<file path="src/design/jtbs_consts.svh">
// Constants for the test access port and boundary register
`ifndef JTBS_CONSTS_SVH
`define JTBS_CONSTS_SVH
`define JTBS_IR_W        16
`define JTBS_IR_EXTEST   16'h0000
`define JTBS_IR_SAMPLE   16'h0002
`define JTBS_IR_IDCODE   16'h0004
`define JTBS_IR_BYPASS   16'hFFFF
`define JTBS_IR_FCTL     16'h0082
`define JTBS_IR_FDAT     16'h0083
`define JTBS_IR_FADR     16'h0084
`define JTBS_IR_FSCL     16'h0085
`define JTBS_IR_CAPTURE  16'h0001
`define JTBS_BSR_LEN     134
`define JTBS_ID_W        32
`define JTBS_FLASH_W     20
`define JTBS_BIT_RSTEN_S 0
`define JTBS_BIT_RSTIO_S 1
`define JTBS_BIT_RSTEN_L 2
`define JTBS_BIT_RSTIO_L 3
`define JTBS_BIT_XTAL    4
`define JTBS_BIT_WPU     5
`define JTBS_BIT_PORT0   6
`define JTBS_PORT_BITS   16
`define JTBS_NPORTS      8
`endif

</file>
<file path="src/design/jtbs_pkg.sv">
// Types for the test access port and boundary register
package jtbs_pkg;
  typedef enum logic [3:0] {
    TLR = 4'h0, RTI = 4'h1, SDRS = 4'h3, CDR = 4'h2, SDR = 4'h6, E1DR = 4'h7,
    PDR = 4'h5, E2DR = 4'h4, UDR = 4'hC, SIRS = 4'hD, CIR = 4'hF, SIR = 4'hE,
    E1IR = 4'hA, PIR = 4'hB, E2IR = 4'h9, UIR = 4'h8
  } jtbs_state_t;
  typedef enum logic [2:0] {
    SEL_BOUNDARY, SEL_IDCODE, SEL_BYPASS, SEL_FCTL, SEL_FDAT, SEL_FADR, SEL_FSCL
  } jtbs_sel_t;
  // Per-port pin view
  typedef struct packed {
    logic [7:0] oe;
    logic [7:0] dout;
  } jtbs_port_t;
endpackage

</file>
<file path="src/design/jtbs_tap.sv">
// Test access port with instruction decode and 134-bit boundary register
// Operation
// - Test access uses exactly four pins: test clock, mode, data in, data out.
// - Scans follow the standard TAP state sequence driven by the controller.
// - Instruction register is 16 bits; decode uses the full value.
// - Value 0x0000 selects boundary register with pin control and observation.
// - Value 0x0002 selects boundary register for sampling and preload, no driving.
// - Value 0x0004 places the identification register between data in and out.
// - Value 0xFFFF selects the one-bit bypass register.
// - Value 0x0082 selects the flash control register.
// - Value 0x0083 selects the flash data register.
// - Value 0x0084 selects the flash address register.
// - Value 0x0085 selects the flash scale register.
// - Three boundary-scan data registers and four flash data registers exist.
// - Boundary register is a 134-bit shift chain over pins and pullup.
// - EXTEST captures and updates; SAMPLE captures and preloads the update latches but never drives pins.
// - Small package: bit 0 reset enable, bit 1 reset pin data.
// - Large package: bit 2 reset enable, bit 3 reset pin data.
// - Bit 4 captures the crystal input; its update does nothing.
// - Bit 5 captures and drives the weak pullup enable.
// - Port 0 even bits 6-20 output enables, odd bits 7-21 data.
// - Ports 1-7 repeat in 16-bit groups from bit 22 up to 133.
// - Identification register is 32 bits wide.
// - During EXTEST all inputs to on-chip logic read as logic 1.
`include "jtbs_consts.svh"
module jtbs_tap
  import jtbs_pkg::*;
#(
  parameter logic [31:0] ID_CODE    = 32'h0000_0001, // Arbitrary identity value
  parameter bit          LARGE_PKG  = 1'b1
)(
  // Clock and reset
  input  wire logic                  ref_clk,
  input  wire logic                  sys_rst,
  // Test pins
  input  wire logic                  tck,
  input  wire logic                  tms,
  input  wire logic                  tdi,
  output logic                       tdo,
  output logic                       tdoOe,
  // Pin side
  input  wire logic                  rstPinIn,
  output logic                       rstPinOut,
  output logic                       rstPinOe,
  input  wire logic                  crystalInputPin,
  output logic                       weakPullupEn,
  input  wire logic [7:0]            portPinIn [`JTBS_NPORTS],
  output jtbs_port_t                 portPin [`JTBS_NPORTS],
  // Core side
  input  wire logic                  mcuRstEn,
  input  wire logic                  mcuRstOut,
  input  wire logic                  mcuWeakPullup,
  input  jtbs_port_t                 mcuPort [`JTBS_NPORTS],
  output logic                       coreRstIn,
  output logic                       coreClkIn,
  output logic [7:0]                 corePortIn [`JTBS_NPORTS],
  // Flash indirect register access
  output jtbs_sel_t                  irSelect,
  output logic                       flashUpdate,
  output logic [`JTBS_FLASH_W-1:0]   flashWrData,
  input  wire logic [`JTBS_FLASH_W-1:0] flashRdData
);

  function automatic jtbs_sel_t decodeIr(input logic [`JTBS_IR_W-1:0] ir);
    jtbs_sel_t s;
    s = SEL_BYPASS;
    if (ir == `JTBS_IR_EXTEST) s = SEL_BOUNDARY;
    else if (ir == `JTBS_IR_SAMPLE) s = SEL_BOUNDARY;
    else if (ir == `JTBS_IR_IDCODE) s = SEL_IDCODE;
    else if (ir == `JTBS_IR_BYPASS) s = SEL_BYPASS;
    else if (ir == `JTBS_IR_FCTL) s = SEL_FCTL;
    else if (ir == `JTBS_IR_FDAT) s = SEL_FDAT;
    else if (ir == `JTBS_IR_FADR) s = SEL_FADR;
    else if (ir == `JTBS_IR_FSCL) s = SEL_FSCL;
    return s;
  endfunction

  // Pin synchronisers; the test clock is sampled and its edges found here
  logic [1:0] tckSync_r, tmsSync_r, tdiSync_r;
  logic       tckLast_r;
  always_ff @(posedge ref_clk or posedge sys_rst)
  begin
    if (sys_rst)
    begin
      tckSync_r <= 2'h0;
      tmsSync_r <= 2'h3;
      tdiSync_r <= 2'h0;
      tckLast_r <= 1'b0;
    end
    else
    begin
      tckSync_r <= {tckSync_r[0], tck};
      tmsSync_r <= {tmsSync_r[0], tms};
      tdiSync_r <= {tdiSync_r[0], tdi};
      tckLast_r <= tckSync_r[1];
    end
  end
  logic tckRise, tckFall, tmsS, tdiS;
  assign tckRise = tckSync_r[1] & ~tckLast_r;
  assign tckFall = ~tckSync_r[1] & tckLast_r;
  assign tmsS    = tmsSync_r[1];
  assign tdiS    = tdiSync_r[1];

  // TAP state machine
  jtbs_state_t state_r, state_nxt;
  always_comb
  begin
    state_nxt = state_r;
    case (state_r)
      TLR:  state_nxt = tmsS ? TLR  : RTI;
      RTI:  state_nxt = tmsS ? SDRS : RTI;
      SDRS: state_nxt = tmsS ? SIRS : CDR;
      CDR:  state_nxt = tmsS ? E1DR : SDR;
      SDR:  state_nxt = tmsS ? E1DR : SDR;
      E1DR: state_nxt = tmsS ? UDR  : PDR;
      PDR:  state_nxt = tmsS ? E2DR : PDR;
      E2DR: state_nxt = tmsS ? UDR  : SDR;
      UDR:  state_nxt = tmsS ? SDRS : RTI;
      SIRS: state_nxt = tmsS ? TLR  : CIR;
      CIR:  state_nxt = tmsS ? E1IR : SIR;
      SIR:  state_nxt = tmsS ? E1IR : SIR;
      E1IR: state_nxt = tmsS ? UIR  : PIR;
      PIR:  state_nxt = tmsS ? E2IR : PIR;
      E2IR: state_nxt = tmsS ? UIR  : SIR;
      UIR:  state_nxt = tmsS ? SDRS : RTI;
      default: state_nxt = TLR;
    endcase
  end
  always_ff @(posedge ref_clk or posedge sys_rst)
  begin
    if (sys_rst)
      state_r <= TLR;
    else if (tckRise)
      state_r <= state_nxt;
  end

  // Instruction register
  logic [`JTBS_IR_W-1:0] irShift_r, ir_r;
  always_ff @(posedge ref_clk or posedge sys_rst)
  begin
    if (sys_rst)
    begin
      irShift_r <= '0;
      ir_r      <= `JTBS_IR_IDCODE;
    end
    else if (tckRise)
    begin
      if (state_r == TLR)
        ir_r <= `JTBS_IR_IDCODE;
      else if (state_r == CIR)
        irShift_r <= `JTBS_IR_CAPTURE;
      else if (state_r == SIR)
        irShift_r <= {tdiS, irShift_r[`JTBS_IR_W-1:1]};
      else if (state_r == UIR)
        ir_r <= irShift_r;
    end
  end
  jtbs_sel_t sel;
  logic      extest;
  assign sel      = decodeIr(ir_r);
  assign extest   = (ir_r == `JTBS_IR_EXTEST);
  assign irSelect = sel;

  // Capture vector for the boundary chain
  logic [`JTBS_BSR_LEN-1:0] bsrCap;
  always_comb
  begin
    bsrCap = '0;
    bsrCap[LARGE_PKG ? `JTBS_BIT_RSTEN_L : `JTBS_BIT_RSTEN_S] = mcuRstEn;
    bsrCap[LARGE_PKG ? `JTBS_BIT_RSTIO_L : `JTBS_BIT_RSTIO_S] = rstPinIn;
    bsrCap[`JTBS_BIT_XTAL] = crystalInputPin;
    bsrCap[`JTBS_BIT_WPU]  = mcuWeakPullup;
    for (int p = 0; p < `JTBS_NPORTS; p++)
      for (int b = 0; b < 8; b++)
      begin
        bsrCap[`JTBS_BIT_PORT0 + p*`JTBS_PORT_BITS + 2*b]     = mcuPort[p].oe[b];
        bsrCap[`JTBS_BIT_PORT0 + p*`JTBS_PORT_BITS + 2*b + 1] = portPinIn[p][b];
      end
  end

  // Data registers: shift on rising test clock, update latches as well
  logic [`JTBS_BSR_LEN-1:0] bsr_r, bsrUpd_r;
  logic [`JTBS_ID_W-1:0]    id_r;
  logic                     byp_r;
  logic [`JTBS_FLASH_W-1:0] flash_r;
  always_ff @(posedge ref_clk or posedge sys_rst)
  begin
    if (sys_rst)
    begin
      bsr_r    <= '0;
      bsrUpd_r <= '0;
      id_r     <= '0;
      byp_r    <= 1'b0;
      flash_r  <= '0;
    end
    else if (tckRise)
    begin
      if (state_r == CDR)
      begin
        bsr_r   <= bsrCap;
        id_r    <= ID_CODE;
        byp_r   <= 1'b0;
        flash_r <= flashRdData;
      end
      else if (state_r == SDR)
      begin
        case (sel)
          SEL_BOUNDARY: bsr_r <= {tdiS, bsr_r[`JTBS_BSR_LEN-1:1]};
          SEL_IDCODE:   id_r  <= {tdiS, id_r[`JTBS_ID_W-1:1]};
          SEL_BYPASS:   byp_r <= tdiS;
          default:      flash_r <= {tdiS, flash_r[`JTBS_FLASH_W-1:1]};
        endcase
      end
      else if (state_r == UDR && sel == SEL_BOUNDARY)
        bsrUpd_r <= bsr_r;
    end
  end

  // Flash indirect write strobe
  always_ff @(posedge ref_clk or posedge sys_rst)
  begin
    if (sys_rst)
    begin
      flashUpdate <= 1'b0;
      flashWrData <= '0;
    end
    else
    begin
      flashUpdate <= tckRise && state_r == UDR && sel inside {SEL_FCTL, SEL_FDAT,
                     SEL_FADR, SEL_FSCL};
      if (tckRise && state_r == UDR)
        flashWrData <= flash_r;
    end
  end

  // TDO changes on the falling test clock
  logic tdoBit;
  always_comb
  begin
    tdoBit = byp_r;
    if (state_r == SIR) tdoBit = irShift_r[0];
    else if (sel == SEL_BOUNDARY) tdoBit = bsr_r[0];
    else if (sel == SEL_IDCODE) tdoBit = id_r[0];
    else if (sel != SEL_BYPASS) tdoBit = flash_r[0];
  end
  always_ff @(posedge ref_clk or posedge sys_rst)
  begin
    if (sys_rst)
    begin
      tdo   <= 1'b0;
      tdoOe <= 1'b0;
    end
    else if (tckFall)
    begin
      tdo   <= tdoBit;
      tdoOe <= (state_r == SDR) || (state_r == SIR);
    end
  end

  // Pin and core muxing; only EXTEST lets the update latches reach pins
  localparam int EnB = LARGE_PKG ? `JTBS_BIT_RSTEN_L : `JTBS_BIT_RSTEN_S;
  localparam int IoB = LARGE_PKG ? `JTBS_BIT_RSTIO_L : `JTBS_BIT_RSTIO_S;
  assign rstPinOe     = extest ? bsrUpd_r[EnB] : mcuRstEn;
  assign rstPinOut    = extest ? bsrUpd_r[IoB] : mcuRstOut;
  assign weakPullupEn = extest ? bsrUpd_r[`JTBS_BIT_WPU] : mcuWeakPullup;
  assign coreRstIn    = extest | rstPinIn;
  assign coreClkIn    = extest | crystalInputPin;
  genvar gp, gb;
  generate
    for (gp = 0; gp < `JTBS_NPORTS; gp++)
    begin : g_port
      for (gb = 0; gb < 8; gb++)
      begin : g_bit
        assign portPin[gp].oe[gb]   = extest ?
          bsrUpd_r[`JTBS_BIT_PORT0 + gp*`JTBS_PORT_BITS + 2*gb] : mcuPort[gp].oe[gb];
        assign portPin[gp].dout[gb] = extest ?
          bsrUpd_r[`JTBS_BIT_PORT0 + gp*`JTBS_PORT_BITS + 2*gb + 1] : mcuPort[gp].dout[gb];
        assign corePortIn[gp][gb]   = extest | portPinIn[gp][gb];
      end
    end
  endgenerate

  // Checks
  property p_sample_no_drive;
    @(posedge ref_clk) disable iff (sys_rst)
    (ir_r == `JTBS_IR_SAMPLE) |-> (portPin[0].oe == mcuPort[0].oe);
  endproperty
  a_sample_no_drive: assert property (p_sample_no_drive) else $error("pins driven");

  property p_extest_ones;
    @(posedge ref_clk) disable iff (sys_rst)
    extest |-> (corePortIn[3] == 8'hFF && coreRstIn);
  endproperty
  a_extest_ones: assert property (p_extest_ones) else $error("core input not one");

  property p_undef_bypass;
    @(posedge ref_clk) disable iff (sys_rst)
    (ir_r == 16'h0001) |-> (sel == SEL_BYPASS);
  endproperty
  a_undef_bypass: assert property (p_undef_bypass) else $error("bad default select");

  property p_tlr_exit;
    @(posedge ref_clk) disable iff (sys_rst)
    (tckRise && state_r == TLR && !tmsS) |=> (state_r == RTI);
  endproperty
  a_tlr_exit: assert property (p_tlr_exit) else $error("tap did not leave reset");

  property p_ir_update;
    @(posedge ref_clk) disable iff (sys_rst)
    (tckRise && state_r == UIR) |=> (ir_r == $past(irShift_r));
  endproperty
  a_ir_update: assert property (p_ir_update) else $error("ir not updated");

  property p_idcode_cap;
    @(posedge ref_clk) disable iff (sys_rst)
    (tckRise && state_r == CDR) |=> (id_r == ID_CODE);
  endproperty
  a_idcode_cap: assert property (p_idcode_cap) else $error("id not captured");

  property p_flash_strobe;
    @(posedge ref_clk) disable iff (sys_rst)
    flashUpdate |-> (sel == SEL_FCTL || sel == SEL_FDAT || sel == SEL_FADR || sel == SEL_FSCL);
  endproperty
  a_flash_strobe: assert property (p_flash_strobe) else $error("stray flash strobe");

  property p_xtal_cap;
    @(posedge ref_clk) disable iff (sys_rst)
    (tckRise && state_r == CDR) |=> (bsr_r[`JTBS_BIT_XTAL] == $past(crystalInputPin));
  endproperty
  a_xtal_cap: assert property (p_xtal_cap) else $error("crystal bit wrong");
endmodule

</file>
<file path="config.mk">
export PLATFORM = sky130hd
export DESIGN_NAME = jtbs_tap
export DESIGN_NICKNAME = d
export VERILOG_FILES = /design/src/design/jtbs_pkg.sv /design/src/design/jtbs_tap.sv
export VERILOG_INCLUDE_DIRS = /design/src /design/src/design
export SDC_FILE = /design/constraint.sdc
export NUM_CORES = 1
export LEC_CHECK = 0
export BUFFER_PORTS_ARGS = -buffer_cell sky130_fd_sc_hd__buf_2
export CORE_UTILIZATION = 49
export CTS_CLUSTER_DIAMETER = 100
export DETAILED_ROUTE_END_ITERATION = 8
export GPL_ROUTABILITY_DRIVEN = 0
export PLACE_DENSITY_LB_ADDON = 0.2
export SKIP_CTS_REPAIR_TIMING = 1
export SLEW_MARGIN = 25
export SYNTH_ARGS = -nofsm -noshare
export SYNTH_HDL_FRONTEND = slang
export SYNTH_SLANG_ARGS = --single-unit
</file>
<file path="constraint.sdc">
create_clock -name ref_clk -period 14.05 [get_ports ref_clk]
set_input_delay 2.81 -clock ref_clk [delete_from_list [all_inputs] [get_ports ref_clk]]
set_output_delay 2.81 -clock ref_clk [all_outputs]
set_load 0.1 [all_outputs]
</file>
==> key figures, run 1 <==
Run status
  • Status: finished clean

Yosys
  • Synthesized area: 18100 um2
  • Main flop type after synthesis: dfrtp_1
  • Compound-Gate Fraction of Synth Area: 0.0786
  • Syn Nets: a little under 2000
  • Synth Area in Simple Gates: 0.160
  • Adder-Cell Fraction of Synth Area: 0
  • FF+latch count, synth: 384
  • Ys async rst share: 1.00
  • Post-synth EDFFs: 0
  • Seq/Total Area, Yosys: 0.531
  • Multiplexer area fraction after synthesis: 0.193
  • Yosys cell types: 43
  • Post-synthesis xor/xnor area fraction: 0
  • Largest family of logic cells by synthesized area: multiplexers
  • Synth warnings: 0
  • Synth Instances: 1738
  • Syn avg cell area: between 10 and 15 um2

Place
  • Area after DPL: 20400 um2
  • IO buf count: 444
  • Placed Cells incl. Taps: 2539
  • Detailed Place HPWL: 30100 um

Clock tree
  • Total CTS buffers: between 40 and 50
  • CTS tree: yes
  • Clock buffer depth: 3
  • CTS sink count: 384
  • H-tree depth: 2
  • CTS root buffer: clkbuf_16
  • Worst-skew pair later-pin latency: 530 ps
  • Clock Pin Slew Worst Setup and Hold Paths: 60 ps

STA
  • Min Clock Period, post-route: between 6000 and 7000 ps
  • Final-report setup violation count: 0
  • RSZ-0062 raised after global routing: no
  • Max Slew Vio Count: 0
  • Setup Skew: approximately 11 ps
  • Worst-Margin Slew: 1010 ps
  • Fmax: 146 MHz
  • TNS Setup: 0 ps
  • Fin crit share: 0.487
  • Relative slew slack: 0.326
  • Final hold violation count: 0

Worst setup path
  • Worst R2R Setup Slack: 9520 ps
  • Data required time at the worst endpoint: around 11000 ps
  • Crit end category: output pin
  • FF-to-FF End: bsrUpd_r[38]
  • Critical Path Start Type: register
  • Crit path launch: ir_r[11]
  • Peak fanout along the critical path: 89
  • CP Class: reg -> out
  • Reg2reg start: state_r[2]
  • Crit path DAT: 4030 ps
  • Reg2Reg Depth: 7

Layout
  • Final instance area: 21900 um2
  • Share of cells above drive strength 1: 0.404
  • Final Net Count: approximately 2300
  • Non-Filler Instances: 2620
  • Area Growth Syn to Fin: 20.8%

Routing
  • Wirelength per Cell: 17.3 um
  • Initial DRC count: approximately 620
  • WL met1: 19700 um
  • DRC: 0
  • Via Count: roughly 14000
  • 1st-pass router iterations: 5
  • Routed wl met2: 21800 um
  • WL final: between 40000 and 50000 um
  • Antenna-violating nets left: 0
  • WL met3: 2540 um
  • Vias per Instance: between 5 and 6
  • Highest Signal Layer: met5

Global route
  • Initial antenna violation count: 10
  • Largest net degree at the start of global routing: 191
  • Total Routing Usage GR: 0.240
  • Grt ovf: 0
  • Vias in the first global route: 13600
  • Global-route wire length before repair: 73300 um

Floorplan
  • Die height: 194 um
  • Die area: 37700 um2
  • Initial core utilization: 0.496
  • Num rows: 70
  • Core area: 36500 um2
  • Num ports: 445
  • DIE WIDTH: just under 200 um

Worst hold path
  • Worst min path class: reg -> reg
  • Hold endpoint: tckSync_r[1]
  • Hold depth: 0
  • Hold path start: tckSync_r[0]

Flow run
  • # Max-Cap Violations: 0
-- stage by stage --
step | utilization | setup slack (ps) | hold slack (ps)
after CTS | 0.598 | 7200 | 351
after floorplan | - | 574 | 331
after global routing | 0.599 | 6970 | 351
final | 0.599 | 7210 | 352
after global placement | 0.559 | 7640 | 337
after detailed placement | 0.559 | 7650 | 343
-- critical path: stages, from the launching register on --
cell	delay (ps)
dfrtp_1	400
nor4_4	380
nand4_1	390
nor2_4	200
buf_4	410
buf_4	800
mux2_1	320
buf_2	450
-- worst max-delay path by stage --
stage	endpoint	slack [ps]	depth (start not counted)
6_report	portPin[69]	7210	7
5_1_grt	rstPinOut	6970	7
4_1_cts	portPin[69]	7200	7
3_5_place_dp	portPin[69]	7650	3
3_3_place_gp	portPin[69]	7640	3
2_1_floorplan	bsrUpd_r[100]	570	1
-- Yosys cell counts, types with 2 or more instances --
cell type,n,area share
inv_1,8,0.0017
nand3_1,4,0.0011
dfrtp_1,381,0.53
a21oi_1,9,0.0025
mux2_2,241,0.15
a22o_1,16,0.0077
nor2_1,153,0.032
a31oi_1,134,0.046
buf_2,47,0.013
o21ai_0,58,0.016
buf_6,12,0.0075
dfstp_2,3,0.0044
a21boi_0,2,0.00083
mux2_4,19,0.016
mux2_1,43,0.027
a21o_1,2,0.00083
nor3_1,8,0.0022
nor2b_1,7,0.0024
nand3b_1,2,0.00083
nand3_2,2,0.0011
and2_1,3,0.0010
o22ai_1,2,0.00069
nand4_1,2,0.00069
nand2b_1,8,0.0028
clkbuf_1,60,0.012
or2_2,66,0.023
nand2_1,421,0.087
buf_4,8,0.0033
nor4_4,3,0.0035
-- per-layer routing --
layer,global-route usage,vias to the layer above
li1,-,6680
met1,0.325,6794
met2,0.393,440
met3,0.0402,70
met4,0.0811,8
met5,0,-
-- final cells by class --
cell class              instances  area (um2)
diodes                          6        15.0
clock buffers                  62        1230
repair buffers                461        2380
well taps                     468         586
clock inverters                12         171
flip-flops and latches        384        9610
multi-input cells            1219        7840
inverters                       8        37.5
fillers                      3169       14700
-- cell usage in the layout (no fill, tap or decap), types with 9 or more instances in the layout --
cell / Yosys / layout
or2_2: 66 / 66
o21ai_0: 58 / 58
clkbuf_1: 60 / 10
mux2_1: 43 / 43
a21oi_1: 9 / 9
nand2_1: 421 / 421
buf_4: 8 / 15
clkbuf_16: 0 / 42
clkbuf_8: 0 / 10
a22o_1: 16 / 16
a31oi_1: 134 / 134
mux2_2: 241 / 241
nor2_1: 153 / 153
mux2_4: 19 / 19
buf_2: 47 / 444
dfrtp_1: 381 / 381
-- registers in the layout, indices dropped and copies added, names as in the netlist --
signal	cells
bsr_r	134
tmsSync_r	2
bsrUpd_r	131
tdoOe	1
tckSync_r	2
tdo	1
flash_r	20
flashWrData	20
irShift_r	16
id_r	32
byp_r	1
tckLast_r	1
tdiSync_r	2
flashUpdate	1
state_r	4
ir_r	16
-- cell families (layout without fill, tap and decap cells) --
logic type      Yosys count  count (layout)
simple gates            685             685
buf+inv                 135             543
flops                   384             384
mux                     304             304
other cells               0               6
compound gates          230             230
Power of run 1 is not shown: default switching activity piles up to over one toggle a cycle in this logic, so the estimate is an artifact.
==> inputs of run 2 (changes only) <==
==> constraint.sdc (replaced) <==
create_clock -name ref_clk -period 6.2 [get_ports ref_clk]
set_input_delay 1.24 -clock ref_clk [delete_from_list [all_inputs] [get_ports ref_clk]]
set_output_delay 1.24 -clock ref_clk [all_outputs]
set_load 0.1 [all_outputs]
==> run 2 against run 1 <==
First-iteration DRC count rose by 27%. Global-route usage barely moved. Sequential share of layout area barely moved. Critical path type unchanged.
==> key figures, run 2 (synthesized netlist as in run 1, its figures left out) <==
Routing
  • DRC: 0
  • Via Count: 13900
  • 1st-pass router iterations: 5
  • Vias per Instance: 5.33
  • Initial DRC count: 791
  • Wirelength per Cell: approximately 17 um
  • Antenna-violating nets left: 0
  • WL final: between 40000 and 50000 um

Layout
  • Final Net Count: between 2000 and 2500
  • Fillers: 3093
  • Largest reg by FF count: bsr_r
  • Top flop regs: bsr_r: 134 flops, bsrUpd_r: 131 flops, id_r: 32 flops
  • Max reg flops: 134
  • Most common cell after layout, fill and taps aside: buf_2
  • Share of cells above drive strength 1: 0.403
  • Most frequent cells in the layout: 444 x buf_2, 421 x nand2_1, 381 x dfrtp_1
  • Register Area: roughly 9600 um2
  • Area Growth Syn to Fin: 20.7%
  • Non-Filler Instances: 2615
  • Area occupied by multi-input gates: 7840 um2

Clock tree
  • CTS root buffer: clkbuf_16
  • H-tree depth: 2
  • Total CTS buffers: 42
  • Clock buffer depth: 3
  • Worst-skew pair later-pin latency: roughly 530 ps
  • CTS tree: yes
  • Clock Pin Slew Worst Setup and Hold Paths: ~60 ps
  • CTS sink count: 384

STA
  • Min Clock Period, post-route: 4630 ps
  • Relative slew slack: 0.291
  • Hold Worst Slack: 347 ps
  • Final hold violation count: 0
  • Setup Skew: approximately 12 ps
  • Max Slew Vio Count: 0
  • RSZ-0062 raised after global routing: no
  • Fin crit share: 0.747
  • Final-report setup violation count: 0
  • TNS Setup: 0 ps
  • Fmax: 216 MHz
  • Worst-Margin Slew: 1060 ps

Floorplan
  • Die height: just under 200 um
  • DIE WIDTH: roughly 190 um
  • Die area: between 30000 and 40000 um2
  • Initial core utilization: 0.496
  • Core area: 36500 um2
  • Num rows: 70
  • Num ports: 445

Global route
  • Vias in the first global route: 13300
  • Initial antenna violation count: 1
  • Global-route wire length before repair: 73200 um
  • Grt ovf: 0
  • Largest net degree at the start of global routing: 174
  • Total Routing Usage GR: 0.240

Worst setup path
  • Data required time at the worst endpoint: 4960 ps
  • CP Class: reg -> out
  • Critical Path Start Type: register
  • Reg2reg start: state_r[2]
  • FF-to-FF End: bsrUpd_r[39]
  • Reg2Reg Depth: 6
  • Crit path DAT: between 3000 and 4000 ps
  • Worst R2R Setup Slack: 2520 ps
  • Peak fanout along the critical path: 77
  • Crit end category: output pin

Worst hold path
  • Hold endpoint: tckSync_r[1]
  • Worst min path class: reg -> reg
  • Hold depth: 0
  • Hold path start: tckSync_r[0]

Place
  • Detailed Place HPWL: 30300 um
  • IO buf count: ~440
  • Placed Cells incl. Taps: between 2000 and 3000

Run status
  • Status: finished clean

Flow run
  • # Max-Cap Violations: 0
==> run 2: changes by cell type in the layout (fill, tap and decap cells not counted), sizes merged <==
cell / previous run / this run
bufinv: 4 / 2
clkinvlp: 0 / 1
clkinv: 8 / 6
clkbuf: 62 / 65
diode: 6 / 1
==> run 2: layout make-up <==
class / count / share of cell area
clock inverter: 9 / 0.00452
tap: 468 / 0.0268
sequential: 384 / 0.440
antenna: 1 / 0.000114
clock buffer: 65 / 0.0580
multi-input combinational: 1219 / 0.358
timing repair buffer: 461 / 0.111
inverter: 8 / 0.00155
==> run 2: metal layers <==
metal | vias up | share of wire | track usage
li1 | 6664 | - | -
met1 | 6771 | 0.44 | 0.329
met2 | 441 | 0.48 | 0.393
met3 | 72 | 0.047 | 0.0362
met4 | 0 | 0.030 | 0.0782
met5 | - | 0 | 0
==> run 2: worst max path at each step <==
stage / from / end / slack (ps) / cells past startpoint
final: ir_r[11] / rstPinOut / 1570 / 6
after global routing: ir_r[11] / rstPinOut / 1430 / 6
after global placement: ir_r[11] / portPin[73] / 2200 / 6
after CTS: ir_r[11] / portPin[73] / 1560 / 6
after floorplan: sys_rst / bsrUpd_r[100] / -200 / 1
after detailed placement: ir_r[11] / portPin[73] / 2130 / 6
==> run 2: metrics by stage <==
step / instance area (um2) / worst slack (ps) / utilization
floorplan: 18100 / -200 / -
finish: 21900 / 1570 / 0.598
global placement: 20500 / 2200 / 0.560
global route: 21900 / 1430 / 0.598
detailed placement: 20500 / 2130 / 0.560
CTS: 21800 / 1560 / 0.598
==> run 2: critical path: stages (launching register included) <==
cell and delay (ps):
dfrtp_1 410, nor4_4 370, nand4_1 350, nor2_4 200, buf_4 650, mux2_2 340
buf_2 430
Power of run 2 is left out for the same reason.
